[src/iarp_pkg.sv]
package iarp_pkg;
   // Register map, one aligned 32-bit word each
   localparam int ADDR_W = 8;
   localparam logic [7:0] OFS_GENERAL = 8'h00;
   localparam logic [7:0] OFS_MEAS_CFG = 8'h04;
   localparam logic [7:0] OFS_INPUT_CFG = 8'h08;
   localparam logic [7:0] OFS_RESULT = 8'h0C;

   // Field positions
   localparam int PWM_EN_BIT = 0;
   localparam int MEAS_EN_BIT = 0;
   localparam int RANGE_LOW_LSB = 8;
   localparam int RANGE_HIGH_LSB = 16;
   localparam int INPUT_SEL_BIT = 0;
   localparam int EXC_LSB = 1;
   localparam int EXC_W = 3;

   // Writable bits and reset values
   localparam logic [31:0] GENERAL_MASK = 32'h0000_0001;
   localparam logic [31:0] MEAS_CFG_MASK = 32'h00FF_FF01;
   localparam logic [31:0] INPUT_CFG_MASK = 32'h0000_000F;
   localparam logic [31:0] GENERAL_RST = 32'h0000_0000;
   localparam logic [31:0] MEAS_CFG_RST = 32'h00FF_0000;
   localparam logic [31:0] INPUT_CFG_RST = 32'h0000_0000;
   localparam logic [2:0] EXC_OFF = 3'h0;

   // Converter
   localparam int CODE_W = 8;
   localparam int CODE_STEPS = 256;
   localparam int CODE_FULL = 255;
   localparam logic [7:0] RESULT_ALL_ONES = 8'hFF;
   localparam int SAMPLE_W = 12;
   localparam int RANGE_SHIFT = 4;
   localparam int FIFO_DEPTH = 4;

   // Timing
   localparam int CLK_HZ = 10_000_000;
   localparam int CONV_PERIOD_US = 100;
   localparam int CONV_CYC = CLK_HZ / 1_000_000 * CONV_PERIOD_US;
   localparam int STALE_US = 500;
   localparam int STALE_CYC = CLK_HZ / 1_000_000 * STALE_US;
   localparam int PWM_FREQ_HZ = 10_000;
   localparam int PWM_CYC = CLK_HZ / PWM_FREQ_HZ;
   localparam int DUTY_MIN_PCT = 10;
   localparam int DUTY_MAX_PCT = 90;

   // AXI responses
   localparam logic [1:0] RESP_OKAY = 2'b00;
   localparam logic [1:0] RESP_SLVERR = 2'b10;

   typedef enum logic [1:0] {
      IARP_PWM_OFF,
      IARP_PWM_HIGH,
      IARP_PWM_RUN
   } iarp_pwm_mode_t;
endpackage : iarp_pkg

[src/iarp_fifo.sv]
`timescale 1ns/1ps
module iarp_fifo #(
   parameter int WIDTH = 8,
   parameter int DEPTH = 4
) (
   input wire logic aclk, // Clock
   input wire logic aresetn, // Synchronous reset, active low
   input wire logic in_valid, // Word offered
   output logic in_ready, // Room for a word
   input wire logic [WIDTH-1:0] in_data, // Word in
   output logic out_valid, // Word available
   input wire logic out_ready, // Drain side takes word
   output logic [WIDTH-1:0] out_data // Oldest word
);
   localparam int IW = (DEPTH > 1) ? $clog2(DEPTH) : 1;

   if (DEPTH < 2 || (DEPTH & (DEPTH - 1)) != 0) begin : g_bad_depth
      $error("iarp_fifo: DEPTH must be a power of two, at least 2");
   end

   logic [WIDTH-1:0] mem [DEPTH];
   logic [IW-1:0] wr_ptr;
   logic [IW-1:0] rd_ptr;
   logic [IW:0] count;
   logic push;
   logic pop;

   assign in_ready = (count != (IW+1)'(DEPTH));
   assign out_valid = (count != '0);
   assign out_data = mem[rd_ptr];
   assign push = in_valid && in_ready;
   assign pop = out_valid && out_ready;

   always_ff @(posedge aclk) begin
      if (push) begin
         mem[wr_ptr] <= in_data;
      end
   end

   always_ff @(posedge aclk) begin
      if (!aresetn) begin
         wr_ptr <= '0;
         rd_ptr <= '0;
         count <= '0;
      end else begin
         if (push) begin
            wr_ptr <= wr_ptr + 1'b1;
         end
         if (pop) begin
            rd_ptr <= rd_ptr + 1'b1;
         end
         if (push && !pop) begin
            count <= count + 1'b1;
         end else if (pop && !push) begin
            count <= count - 1'b1;
         end
      end
   end
endmodule : iarp_fifo

[src/iarp_meas.sv]
// Behaviour
// - Acquire and convert only while measurement enable is set.
// - 8-bit code spreads the low..high range over 256 equal steps.
// - Select 0 converts the differential pins; select 1 the temperature sensor.
// - Excitation current on positive pin chosen by a field; zero turns it off.
// - Latest result kept in a result register readable by the host.
// - Result reads all ones while measurement is disabled.
// - Result holds the most recent conversion while measurement is enabled.
// - Result reads all ones after about 500 us without a new result.
// - Output pin low while PWM enable is low; enable resets low.
// - Both enables high: 10 kHz PWM, duty min plus span times code/255.
// - Code zero gives minimum duty, all ones gives maximum duty.
// - Duty updates each time a new result is stored.
// - Stale result holds pin high until a new result arrives.
// - PWM enabled with measurement disabled holds pin high.
// - PWM output disabled while its enable is low, the reset default.
// - 8-bit conversions started at a fixed, unprogrammable period.
`timescale 1ns/1ps
module iarp_meas
   import iarp_pkg::*;
#(
   parameter int STALE_CYCLES = STALE_CYC,
   parameter int CONV_CYCLES = CONV_CYC,
   parameter int PWM_CYCLES = PWM_CYC,
   parameter int BUF_DEPTH = FIFO_DEPTH
) (
   input wire logic aclk, // Clock, 10 MHz
   input wire logic aresetn, // Synchronous reset, active low
   input wire logic [ADDR_W-1:0] s_axi_awaddr, // Write address
   input wire logic s_axi_awvalid, // Write address valid
   output logic s_axi_awready, // Write address ready
   input wire logic [31:0] s_axi_wdata, // Write data
   input wire logic [3:0] s_axi_wstrb, // Write byte lanes
   input wire logic s_axi_wvalid, // Write data valid
   output logic s_axi_wready, // Write data ready
   output logic [1:0] s_axi_bresp, // Write response
   output logic s_axi_bvalid, // Write response valid
   input wire logic s_axi_bready, // Write response ready
   input wire logic [ADDR_W-1:0] s_axi_araddr, // Read address
   input wire logic s_axi_arvalid, // Read address valid
   output logic s_axi_arready, // Read address ready
   output logic [31:0] s_axi_rdata, // Read data
   output logic [1:0] s_axi_rresp, // Read response
   output logic s_axi_rvalid, // Read data valid
   input wire logic s_axi_rready, // Read data ready
   input wire logic [SAMPLE_W-1:0] meas_in_diff, // Digitised meas_in_pos minus meas_in_neg
   input wire logic [SAMPLE_W-1:0] temp_sense_level, // Digitised internal temperature sensor
   output logic meas_active, // Converter front end powered
   output logic meas_input_sel, // Converter input mux select
   output logic [EXC_W-1:0] excitation_current_sel, // Current source on meas_in_pos
   output logic meas_pwm_out // Duty-modulated result pin
);
   if (STALE_CYCLES < 2 || STALE_CYCLES > 65535 || CONV_CYCLES < 2 || CONV_CYCLES > 65535 ||
       PWM_CYCLES < 2 || PWM_CYCLES > 65535) begin : g_bad_count
      $error("iarp_meas: counts must lie in 2..65535");
   end

   // Merge a write into a register image, honouring byte lanes and writable bits
   function automatic logic [31:0] apply_write(input logic [31:0] old, input logic [31:0] data,
                                               input logic [3:0] strb, input logic [31:0] mask);
      logic [31:0] res;
      res = old;
      for (int i = 0; i < 4; i++) begin
         if (strb[i]) begin
            res[i*8 +: 8] = data[i*8 +: 8];
         end
      end
      return res & mask;
   endfunction : apply_write

   function automatic logic is_mapped(input logic [ADDR_W-1:0] a);
      return (a == OFS_GENERAL) || (a == OFS_MEAS_CFG) || (a == OFS_INPUT_CFG) || (a == OFS_RESULT);
   endfunction : is_mapped

   // Quantise a sample against the programmed window
   function automatic logic [CODE_W-1:0] quantise(input logic [SAMPLE_W-1:0] v,
                                                  input logic [7:0] lo8, input logic [7:0] hi8);
      logic [SAMPLE_W-1:0] lo;
      logic [SAMPLE_W-1:0] hi;
      logic [31:0] q;
      lo = SAMPLE_W'({lo8, RANGE_SHIFT'(0)});
      hi = SAMPLE_W'({hi8, RANGE_SHIFT'(0)});
      q = 32'(CODE_FULL);
      if (hi <= lo || v <= lo) begin
         q = 32'd0;
      end else if (v < hi) begin
         q = (32'(v - lo) * 32'(CODE_STEPS)) / 32'(hi - lo);
         if (q > 32'(CODE_FULL)) begin
            q = 32'(CODE_FULL);
         end
      end
      return q[CODE_W-1:0];
   endfunction : quantise

   logic [31:0] general_config_reg;
   logic [31:0] meas_config_reg;
   logic [31:0] meas_input_config_reg;
   logic [CODE_W-1:0] meas_result_reg;
   logic pwm_en;
   logic meas_en;
   logic stale;
   logic [15:0] conv_cnt;
   logic conv_due;
   logic [15:0] stale_cnt;
   logic [15:0] pwm_cnt;
   logic [15:0] duty_high;
   logic [ADDR_W-1:0] aw_addr;
   logic aw_held;
   logic [31:0] w_data;
   logic [3:0] w_strb;
   logic w_held;
   logic buf_in_ready;
   logic buf_out_valid;
   logic buf_out_ready;
   logic [CODE_W-1:0] buf_out_data;
   logic [CODE_W-1:0] next_code;
   logic store;
   logic [31:0] next_duty;

   assign pwm_en = general_config_reg[PWM_EN_BIT];
   assign meas_en = meas_config_reg[MEAS_EN_BIT];
   assign meas_active = meas_config_reg[MEAS_EN_BIT];
   assign meas_input_sel = meas_input_config_reg[INPUT_SEL_BIT];
   assign excitation_current_sel = meas_input_config_reg[EXC_LSB +: EXC_W];

   // Write channel: address and data are taken in either order, answered once both are in
   always_ff @(posedge aclk) begin
      if (!aresetn) begin
         aw_held <= 1'b0;
         aw_addr <= '0;
         s_axi_awready <= 1'b1;
      end else if (s_axi_awvalid && s_axi_awready) begin
         aw_held <= 1'b1;
         aw_addr <= s_axi_awaddr;
         s_axi_awready <= 1'b0;
      end else if (s_axi_bvalid && s_axi_bready) begin
         aw_held <= 1'b0;
         s_axi_awready <= 1'b1;
      end
   end

   always_ff @(posedge aclk) begin
      if (!aresetn) begin
         w_held <= 1'b0;
         w_data <= '0;
         w_strb <= '0;
         s_axi_wready <= 1'b1;
      end else if (s_axi_wvalid && s_axi_wready) begin
         w_held <= 1'b1;
         w_data <= s_axi_wdata;
         w_strb <= s_axi_wstrb;
         s_axi_wready <= 1'b0;
      end else if (s_axi_bvalid && s_axi_bready) begin
         w_held <= 1'b0;
         s_axi_wready <= 1'b1;
      end
   end

   always_ff @(posedge aclk) begin
      if (!aresetn) begin
         s_axi_bvalid <= 1'b0;
         s_axi_bresp <= RESP_OKAY;
      end else if (aw_held && w_held && !s_axi_bvalid) begin
         s_axi_bvalid <= 1'b1;
         s_axi_bresp <= is_mapped(aw_addr) ? RESP_OKAY : RESP_SLVERR;
      end else if (s_axi_bready) begin
         s_axi_bvalid <= 1'b0;
      end
   end

   // Configuration registers; the result word ignores writes
   always_ff @(posedge aclk) begin
      if (!aresetn) begin
         general_config_reg <= GENERAL_RST;
         meas_config_reg <= MEAS_CFG_RST;
         meas_input_config_reg <= INPUT_CFG_RST;
      end else if (aw_held && w_held && !s_axi_bvalid) begin
         case (aw_addr)
            OFS_GENERAL: general_config_reg <= apply_write(general_config_reg, w_data, w_strb, GENERAL_MASK);
            OFS_MEAS_CFG: meas_config_reg <= apply_write(meas_config_reg, w_data, w_strb, MEAS_CFG_MASK);
            OFS_INPUT_CFG: begin
               meas_input_config_reg <= apply_write(meas_input_config_reg, w_data, w_strb, INPUT_CFG_MASK);
            end
            default: begin
            end
         endcase
      end
   end

   // Read channel; while a read is pending the buffer is not drained so the word stays coherent
   always_ff @(posedge aclk) begin
      if (!aresetn) begin
         s_axi_arready <= 1'b1;
         s_axi_rvalid <= 1'b0;
         s_axi_rdata <= '0;
         s_axi_rresp <= RESP_OKAY;
      end else if (s_axi_arvalid && s_axi_arready) begin
         s_axi_arready <= 1'b0;
         s_axi_rvalid <= 1'b1;
         s_axi_rresp <= is_mapped(s_axi_araddr) ? RESP_OKAY : RESP_SLVERR;
         case (s_axi_araddr)
            OFS_GENERAL: s_axi_rdata <= general_config_reg;
            OFS_MEAS_CFG: s_axi_rdata <= meas_config_reg;
            OFS_INPUT_CFG: s_axi_rdata <= meas_input_config_reg;
            OFS_RESULT: begin
               if (!meas_en || stale) begin
                  s_axi_rdata <= {24'h000000, RESULT_ALL_ONES};
               end else begin
                  s_axi_rdata <= {24'h000000, meas_result_reg};
               end
            end
            default: s_axi_rdata <= '0;
         endcase
      end else if (s_axi_rvalid && s_axi_rready) begin
         s_axi_rvalid <= 1'b0;
         s_axi_arready <= 1'b1;
      end
   end

   // Fixed conversion period; a start that finds the buffer full waits for room
   always_ff @(posedge aclk) begin
      if (!aresetn || !meas_en) begin
         conv_cnt <= '0;
         conv_due <= 1'b0;
      end else begin
         if (conv_cnt == 16'(CONV_CYCLES - 1)) begin
            conv_cnt <= '0;
         end else begin
            conv_cnt <= conv_cnt + 16'h0001;
         end
         if (conv_cnt == 16'(CONV_CYCLES - 1)) begin
            conv_due <= 1'b1;
         end else if (buf_in_ready) begin
            conv_due <= 1'b0;
         end
      end
   end

   always_comb begin
      if (meas_input_sel) begin
         next_code = quantise(temp_sense_level, meas_config_reg[RANGE_LOW_LSB +: 8],
                              meas_config_reg[RANGE_HIGH_LSB +: 8]);
      end else begin
         next_code = quantise(meas_in_diff, meas_config_reg[RANGE_LOW_LSB +: 8],
                              meas_config_reg[RANGE_HIGH_LSB +: 8]);
      end
   end

   // Sampling keeps its fixed period while a read holds the result; up to four codes wait here
   iarp_fifo #(
      .WIDTH(CODE_W),
      .DEPTH(BUF_DEPTH)
   ) u_result_buf (
      .aclk(aclk),
      .aresetn(aresetn && meas_en),
      .in_valid(conv_due),
      .in_ready(buf_in_ready),
      .in_data(next_code),
      .out_valid(buf_out_valid),
      .out_ready(buf_out_ready),
      .out_data(buf_out_data)
   );

   assign buf_out_ready = !s_axi_rvalid;
   assign store = buf_out_valid && buf_out_ready;

   always_ff @(posedge aclk) begin
      if (!aresetn) begin
         meas_result_reg <= RESULT_ALL_ONES;
      end else if (store) begin
         meas_result_reg <= buf_out_data;
      end
   end

   // Staleness timer; also stale from enable until the first result
   always_ff @(posedge aclk) begin
      if (!aresetn || !meas_en) begin
         stale_cnt <= '0;
         stale <= 1'b1;
      end else if (store) begin
         stale_cnt <= '0;
         stale <= 1'b0;
      end else if (stale_cnt == 16'(STALE_CYCLES - 1)) begin
         stale <= 1'b1;
      end else begin
         stale_cnt <= stale_cnt + 16'h0001;
      end
   end

   // High time = min + span * code / 255, in clock cycles
   assign next_duty = (32'(PWM_CYCLES) * 32'(DUTY_MIN_PCT)) / 32'd100
                      + ((32'(PWM_CYCLES) * 32'(DUTY_MAX_PCT - DUTY_MIN_PCT)) / 32'd100)
                        * 32'(buf_out_data) / 32'(CODE_FULL);

   always_ff @(posedge aclk) begin
      if (!aresetn) begin
         duty_high <= '0;
      end else if (store) begin
         duty_high <= next_duty[15:0];
      end
   end

   // Free-running period; a new high time takes effect at once, so the period in which
   // a store lands may show a blend of the old and the new duty
   always_ff @(posedge aclk) begin
      if (!aresetn) begin
         pwm_cnt <= '0;
      end else if (pwm_cnt == 16'(PWM_CYCLES - 1)) begin
         pwm_cnt <= '0;
      end else begin
         pwm_cnt <= pwm_cnt + 16'h0001;
      end
   end

   iarp_pwm_mode_t pwm_mode;

   // Fallback levels outrank the running wave: off first, then forced high, then duty
   always_comb begin
      if (!pwm_en) begin
         pwm_mode = IARP_PWM_OFF;
      end else if (!meas_en || stale) begin
         pwm_mode = IARP_PWM_HIGH;
      end else begin
         pwm_mode = IARP_PWM_RUN;
      end
   end

   always_ff @(posedge aclk) begin
      if (!aresetn) begin
         meas_pwm_out <= 1'b0;
      end else begin
         case (pwm_mode)
            IARP_PWM_OFF: meas_pwm_out <= 1'b0;
            IARP_PWM_HIGH: meas_pwm_out <= 1'b1;
            IARP_PWM_RUN: meas_pwm_out <= (pwm_cnt < duty_high);
            default: meas_pwm_out <= 1'b0;
         endcase
      end
   end
endmodule : iarp_meas

[config.mk]
export PLATFORM = sky130hd
export DESIGN_NAME = iarp_meas
export DESIGN_NICKNAME = d
export VERILOG_FILES = /design/src/iarp_pkg.sv /design/src/iarp_fifo.sv /design/src/iarp_meas.sv
export SDC_FILE = /design/constraint.sdc
export NUM_CORES = 2
export LEC_CHECK = 0
export ABC_AREA = 1
export ABC_CLOCK_PERIOD_IN_PS = 86200
export BUFFER_PORTS_ARGS = -buffer_cell sky130_fd_sc_hd__buf_2
export CAP_MARGIN = 20
export CORE_MARGIN = 4
export CORE_UTILIZATION = 60
export DETAILED_ROUTE_END_ITERATION = 12
export PLACE_DENSITY_LB_ADDON = 0.08
export SLEW_MARGIN = 40
export SYNTH_ARGS = -nofsm -noshare
export SYNTH_HDL_FRONTEND = slang
export SYNTH_SLANG_ARGS = --single-unit
[constraint.sdc]
create_clock -name aclk -period 86.2 [get_ports aclk]
set_clock_uncertainty 0.05 [all_clocks]
set_input_delay 17.24 -clock aclk [delete_from_list [all_inputs] [get_ports aclk]]
set_output_delay 17.24 -clock aclk [all_outputs]
set_load 0.01 [all_outputs]
Yosys cells after proc, flatten, opt, wreduce, memory -nomap -nowiden
Memories as Yosys holds them, arrays and structs flattened. A register that Yosys moved wholly into a read port is not among the register bits.
Cells that the tools add are included.
{"block": "word_totals", "regBits": 182, "ramBits": 32, "in_bits": 83, "output_inout_bits": 47, "memories": 1}
{"block": "op_classes", "n_addsub": 11, "multipliers": 1, "div": 3, "n_lt_le_gt_ge": 8, "n_eq_ne": 12, "mux": 36, "bitwise": 1, "reduce_logical": 46}
{"memory": "u_result_buf.mem", "words": 4, "width": 8, "read_ports": 1, "rd_clocked_by_memory_dff": 1, "wr": 1, "line_no": "iarp_fifo.sv:21", "text": "logic [WIDTH-1:0] mem [DEPTH];"}
{"op": "$pmux 24 s4", "n": 1}
{"op": "$div 32x32->32", "n": 2}
{"op": "$gt 32x8->1 const B", "n": 2}
{"op": "$mux 8", "n": 8}
{"op": "$add 16x1->16 const B", "n": 3}
{"op": "$sub 12x12->13", "n": 3}
{"op": "$le 12x12->1", "n": 3}
{"op": "$div 18x8->32 const B", "n": 1}
{"op": "$eq 16x10->1 const B", "n": 2}
{"op": "$eq 8x4->1 const B", "n": 4}
{"op": "$lt 12x12->1", "n": 2}
{"op": "$mux 1", "n": 18}
{"op": "$add 7x16->16 const A", "n": 1}
{"op": "$eq 16x13->1 const B", "n": 1}
{"op": "$eq 8x3->1 const B", "n": 2}
{"op": "$logic_not 8->1", "n": 2}
{"op": "$lt 16x16->1", "n": 1}
{"op": "$reduce_and 3->1", "n": 5}
{"op": "$reduce_bool 2->1", "n": 7}
{"op": "$mul 5x8->13 const A", "n": 1}
{"op": "$logic_and 1x1->1", "n": 12}
{"op": "$mux 2", "n": 6}
{"op": "$logic_or 1x1->1", "n": 10}
{"op": "$logic_not 1->1", "n": 6}
{"op": "11 further kinds", "n": 15}

Longest topological paths before layout
{"block": "depth", "depth_word": 7, "ltp_mapped": 555}

Modules after synthesis
Synthesis repeated with hierarchy kept, for this count alone.
{"block": "unflattened", "cells_unflattened": 7902, "hier_area_um2": 49668.9}
{"module": "iarp_meas", "n_inst": 1, "cells_each": 7758, "area_each_um2": 47981.0}
{"module": "iarp_fifo", "n_inst": 1, "cells_each": 144, "area_each_um2": 1687.9}

Least setup slack after synthesis
OpenSTA, ideal clock, no wires.
{"block": "synth_timing", "path_kind": "input-to-reg", "start": "input meas_in_diff[4]", "end": "memory u_result_buf.mem[0][0], data pin", "setup_ps": 279, "t_arrival_ps": 85503, "t_required_ps": 85871, "setup_slack_ps": 368, "stages": 530, "path_buffers": 22, "path_cell_list": "inv_1 ha_1 inv_1 fa_1 a31oi_1 nor4_1 nor4_1 ha_1 o21ai_0 mux2i_1 ha_1 o21ai_0 nand2_1 nand2_1 or3b_2 nand2_1 ha_1 nand2_1 (+494 left out) nand3_1 nand2_1 a21oi_1 inv_1 nor2_1 inv_1 clkbuf_1 clkbuf_1 o21ai_0 ha_1 nand2_1 nor3_1 a221oi_1 o21ai_0 nand2_1 o2111ai_1 a311oi_1 o22ai_1"}
{"block": "synth_via", "elab_chain_cells": 7, "word_cells_on_any_way": 10, "classes_between": "1 x add/sub; 1 x div; 3 x order compare; 4 x mux; 1 x reduce/logical"}
{"item": "from (decl)", "line_no": "iarp_meas.sv:46", "text": "input wire logic [SAMPLE_W-1:0] meas_in_diff,"}
{"item": "$sub 12x12->13", "line_no": "iarp_meas.sv:87", "text": "q = (32'(v - lo) * 32'(CODE_STEPS)) / 32'(hi - lo);"}
{"item": "$div 32x32->32", "line_no": "iarp_meas.sv:87"}
{"item": "$gt 32x8->1", "line_no": "iarp_meas.sv:88", "text": "if (q > 32'(CODE_FULL)) begin"}
{"item": "$mux 8", "line_no": "iarp_meas.sv:88"}
{"item": "$mux 8", "line_no": "iarp_meas.sv:86", "text": "end else if (v < hi) begin"}
{"item": "$mux 8 (*)", "line_no": "iarp_meas.sv:84", "text": "if (hi <= lo || v <= lo) begin"}
{"item": "$mux 8 (*)", "line_no": "iarp_meas.sv:240", "text": "if (meas_input_sel) begin"}
{"item": "named net next_code[0]", "line_no": "iarp_meas.sv:116", "text": "logic [CODE_W-1:0] next_code;"}
{"item": "to (decl)", "line_no": "iarp_fifo.sv:21"}
Mark *: on every way through the listed nets, which the timed path passes. The rest lies on a longest branch.

Worst setup path after layout
{"block": "layout_timing", "start": "input meas_in_diff[4]", "end": "memory u_result_buf.mem[1][0], data pin"}
Same word-level chain as after synthesis.

==> flow_summary.json <==
{
  "syn_area_um2": 49900,
  "fin_ws_ns": 4.47,
  "endpoint_kind": "flop",
  "ios": 130,
  "die_y_um": 296,
  "via_count": 53500,
  "path_class": "primary input to flop",
  "worst_ep_required_time_ns": 86.31,
  "rows": 105,
  "core_um2": 82200,
  "worstMarginPinSlew_ns": 0.924,
  "relSlewSlack_pct": 38.4,
  "crit_top_cell": "nand2_1",
  "synth_seq_cells": 198,
  "async_reset_ff_share_pct": 0,
  "yosysUniqueCellTypes": 70,
  "synth_seq_area_share_pct": 8.59,
  "largestRegisters": "u_result_buf.mem: 32 flops, s_axi_rdata: 24 flops, w_data: 20 flops",
  "largest_reg_flops": 32,
  "critical-path-max-stage-delay_ns": 0.48,
  "overflow": 0,
  "regMostFlops": "u_result_buf.mem",
  "clk_path_buf_depth": 2,
  "hold_buffers": 0,
  "setup_viol": 0,
  "synth_top_flop_cell": "dfxtp_1",
  "drt-initial-drc-count": 3239,
  "synth-edff-count": 32,
  "die_width_um": 296,
  "slew_viol_final": 0,
  "worst_setup_path_start_kind": "primary input",
  "fin_crit_ns": 81.73,
  "pre_cts_slack_ns": -2.17,
  "antenna_found_initial": 9,
  "port_buffers": 106,
  "area.growth.synth_to_final_pct": 15.7,
  "wl_per_cell_um": 14.4,
  "grtUsageTotal_pct": 29.1,
  "grt_max_degree": 124,
  "yosysWarnings": 0,
  "post_drt_via_cell_ratio": 5.61,
  "start_util_pct": 60.7,
  "dieArea_um2": 87800,
  "route.detailed.drc": 0,
  "yosysMostFrequentCell": "nand2_1",
  "holdWs_ns": 0.403,
  "avgSynthCellArea_um2": 6.27,
  "synth_top_area_share_pct": 23.1,
  "fmax_mhz": 12.2,
  "finalCritPeriodShare_pct": 94.8,
  "yosys-top-cells-area": "ha_1 (23%), nand2_1 (15%), o21ai_0 (7.7%)",
  "antenna_left": 0,
  "htreeDepth": 4,
  "hpwl_um": 108000,
  "cts.root.buffer_cell": "clkbuf_16",
  "hold_class": "flop to flop",
  "clkSlewWorstSetupHoldPaths_ns": 0.08,
  "cts_sinks": 198,
  "firstDrtPassIters": 6,
  "drt-total-wl_um": 138000,
  "status": "finished clean",
  "tritoncts": "yes",
  "numCtsBuffers": 17,
  "hold_viol": 0,
  "nets": 9475,
  "drive_gt1_share_pct": 14.6,
  "slowest_stage": "or3b_2",
  "crit_fanout": 17,
  "clk_latency_ns": 0.44,
  "critPathArrivalTime_ns": 81.84,
  "synth_top_area_cell": "ha_1",
  "grt_pass1_vias": 47500,
  "synth_commonest_cells": "nand2_1 (1952), ha_1 (920), inv_1 (863)",
  "fillers": 7326,
  "grt_pass1_wl_um": 220000,
  "drv_cap": 0,
  "syn_inst": 7958,
  "gp_congestion": 0.916
}
==> per-stage QoR <==
step | utilization (%) | setup TNS (ns) | area [um^2] | instances
4_1_cts | 67.0 | 0 | 55100 | 9410
6_report | 70.2 | 0 | 57700 | 9552
3_5_place_dp | 66.1 | -12.74 | 54400 | 9371
2_1_floorplan | - | 0 | 49900 | 7967
5_1_grt | 70.1 | -4.83 | 57700 | 9548
3_3_place_gp | 66.1 | -2.39 | 54300 | 9371
==> final timing paths <==
check | start | end | slack (ns) | cells after the start
max | meas_in_diff[4] | u_result_buf.mem[1][0] | 4.47 | 522
min | conv_cnt[0] | conv_cnt[0] | 0.40 | 1
max reg2reg | meas_config_reg[11] | u_result_buf.mem[1][0] | 19.32 | 525
min reg2reg | conv_cnt[0] | conv_cnt[0] | 0.40 | 1
==> metal layers <==
layer / vias to the layer above / share of wire (%) / GRT usage, %
met4: 0 / 2.9 / 6.51
met5: - / 0 / 0
met3: 214 / 3.5 / 1.48
met1: 24300 / 45 / 38.2
met2: 1042 / 48 / 52.7
li1: 28000 / - / -
==> placed cells by master (no fill, tap or decap), types with 166 or more instances in the layout <==
cell     Yosys  layout
o21ai_0    769     623
a21oi_1    650     538
buf_4       10     527
xor2_1     306     305
nand3_1    478     475
nor2_1     442     421
ha_1       920     899
dfxtp_1    166     166
xnor2_1    295     294
inv_1      863     837
nand2_1   1952    1914
==> worst max-delay path: cells and delay by family <==
family,cells,cell delay (ns)
muxes,1,0.26
buffers and inverters,80,7.76
adders and majority gates,31,8.49
AOI/OAI and AO/OA,211,30.29
and+or+nand+nor,199,17.63
==> cell families (layout without fill, tap and decap cells) <==
family	count (synthesis)	in the layout	synth area share (%)
AOI/OAI and AO/OA	1787	1787	19.9
xor gates and xnor gates	603	603	10.6
adders and majority gates	929	929	23.4
buffers and inverters	1086	1594	8.33
DFF	198	198	8.59
muxes	9	9	0.181
other	1	16	0.00752
and+or+nand+nor	3345	3346	29.0
==> cell type report <==
cell class / instances / area [um^2] / area share [%]
Multi-Input combinational cell: 6684 / 43100 / 74.7
Timing Repair Buffer: 669 / 5020 / 8.69
Sequential cell: 198 / 4280 / 7.42
Inverter: 892 / 3360 / 5.83
Tap cell: 1070 / 1340 / 2.32
Clock buffer: 17 / 425 / 0.737
Clock inverter: 15 / 149 / 0.258
Antenna cell: 6 / 15.0 / 0.0260
Timing Repair inverter: 1 / 7.51 / 0.0130
==> repair_timing <==
action	CTS	global route
setup endpoints to repair	8	16
cloned	0	8
pin swaps	2	135
gates resized for setup	58	482
buffers inserted	7	128
Power is left out: the tool's default activity adds up to more than one toggle a clock period on the data nets, which glitch-free logic cannot reach.
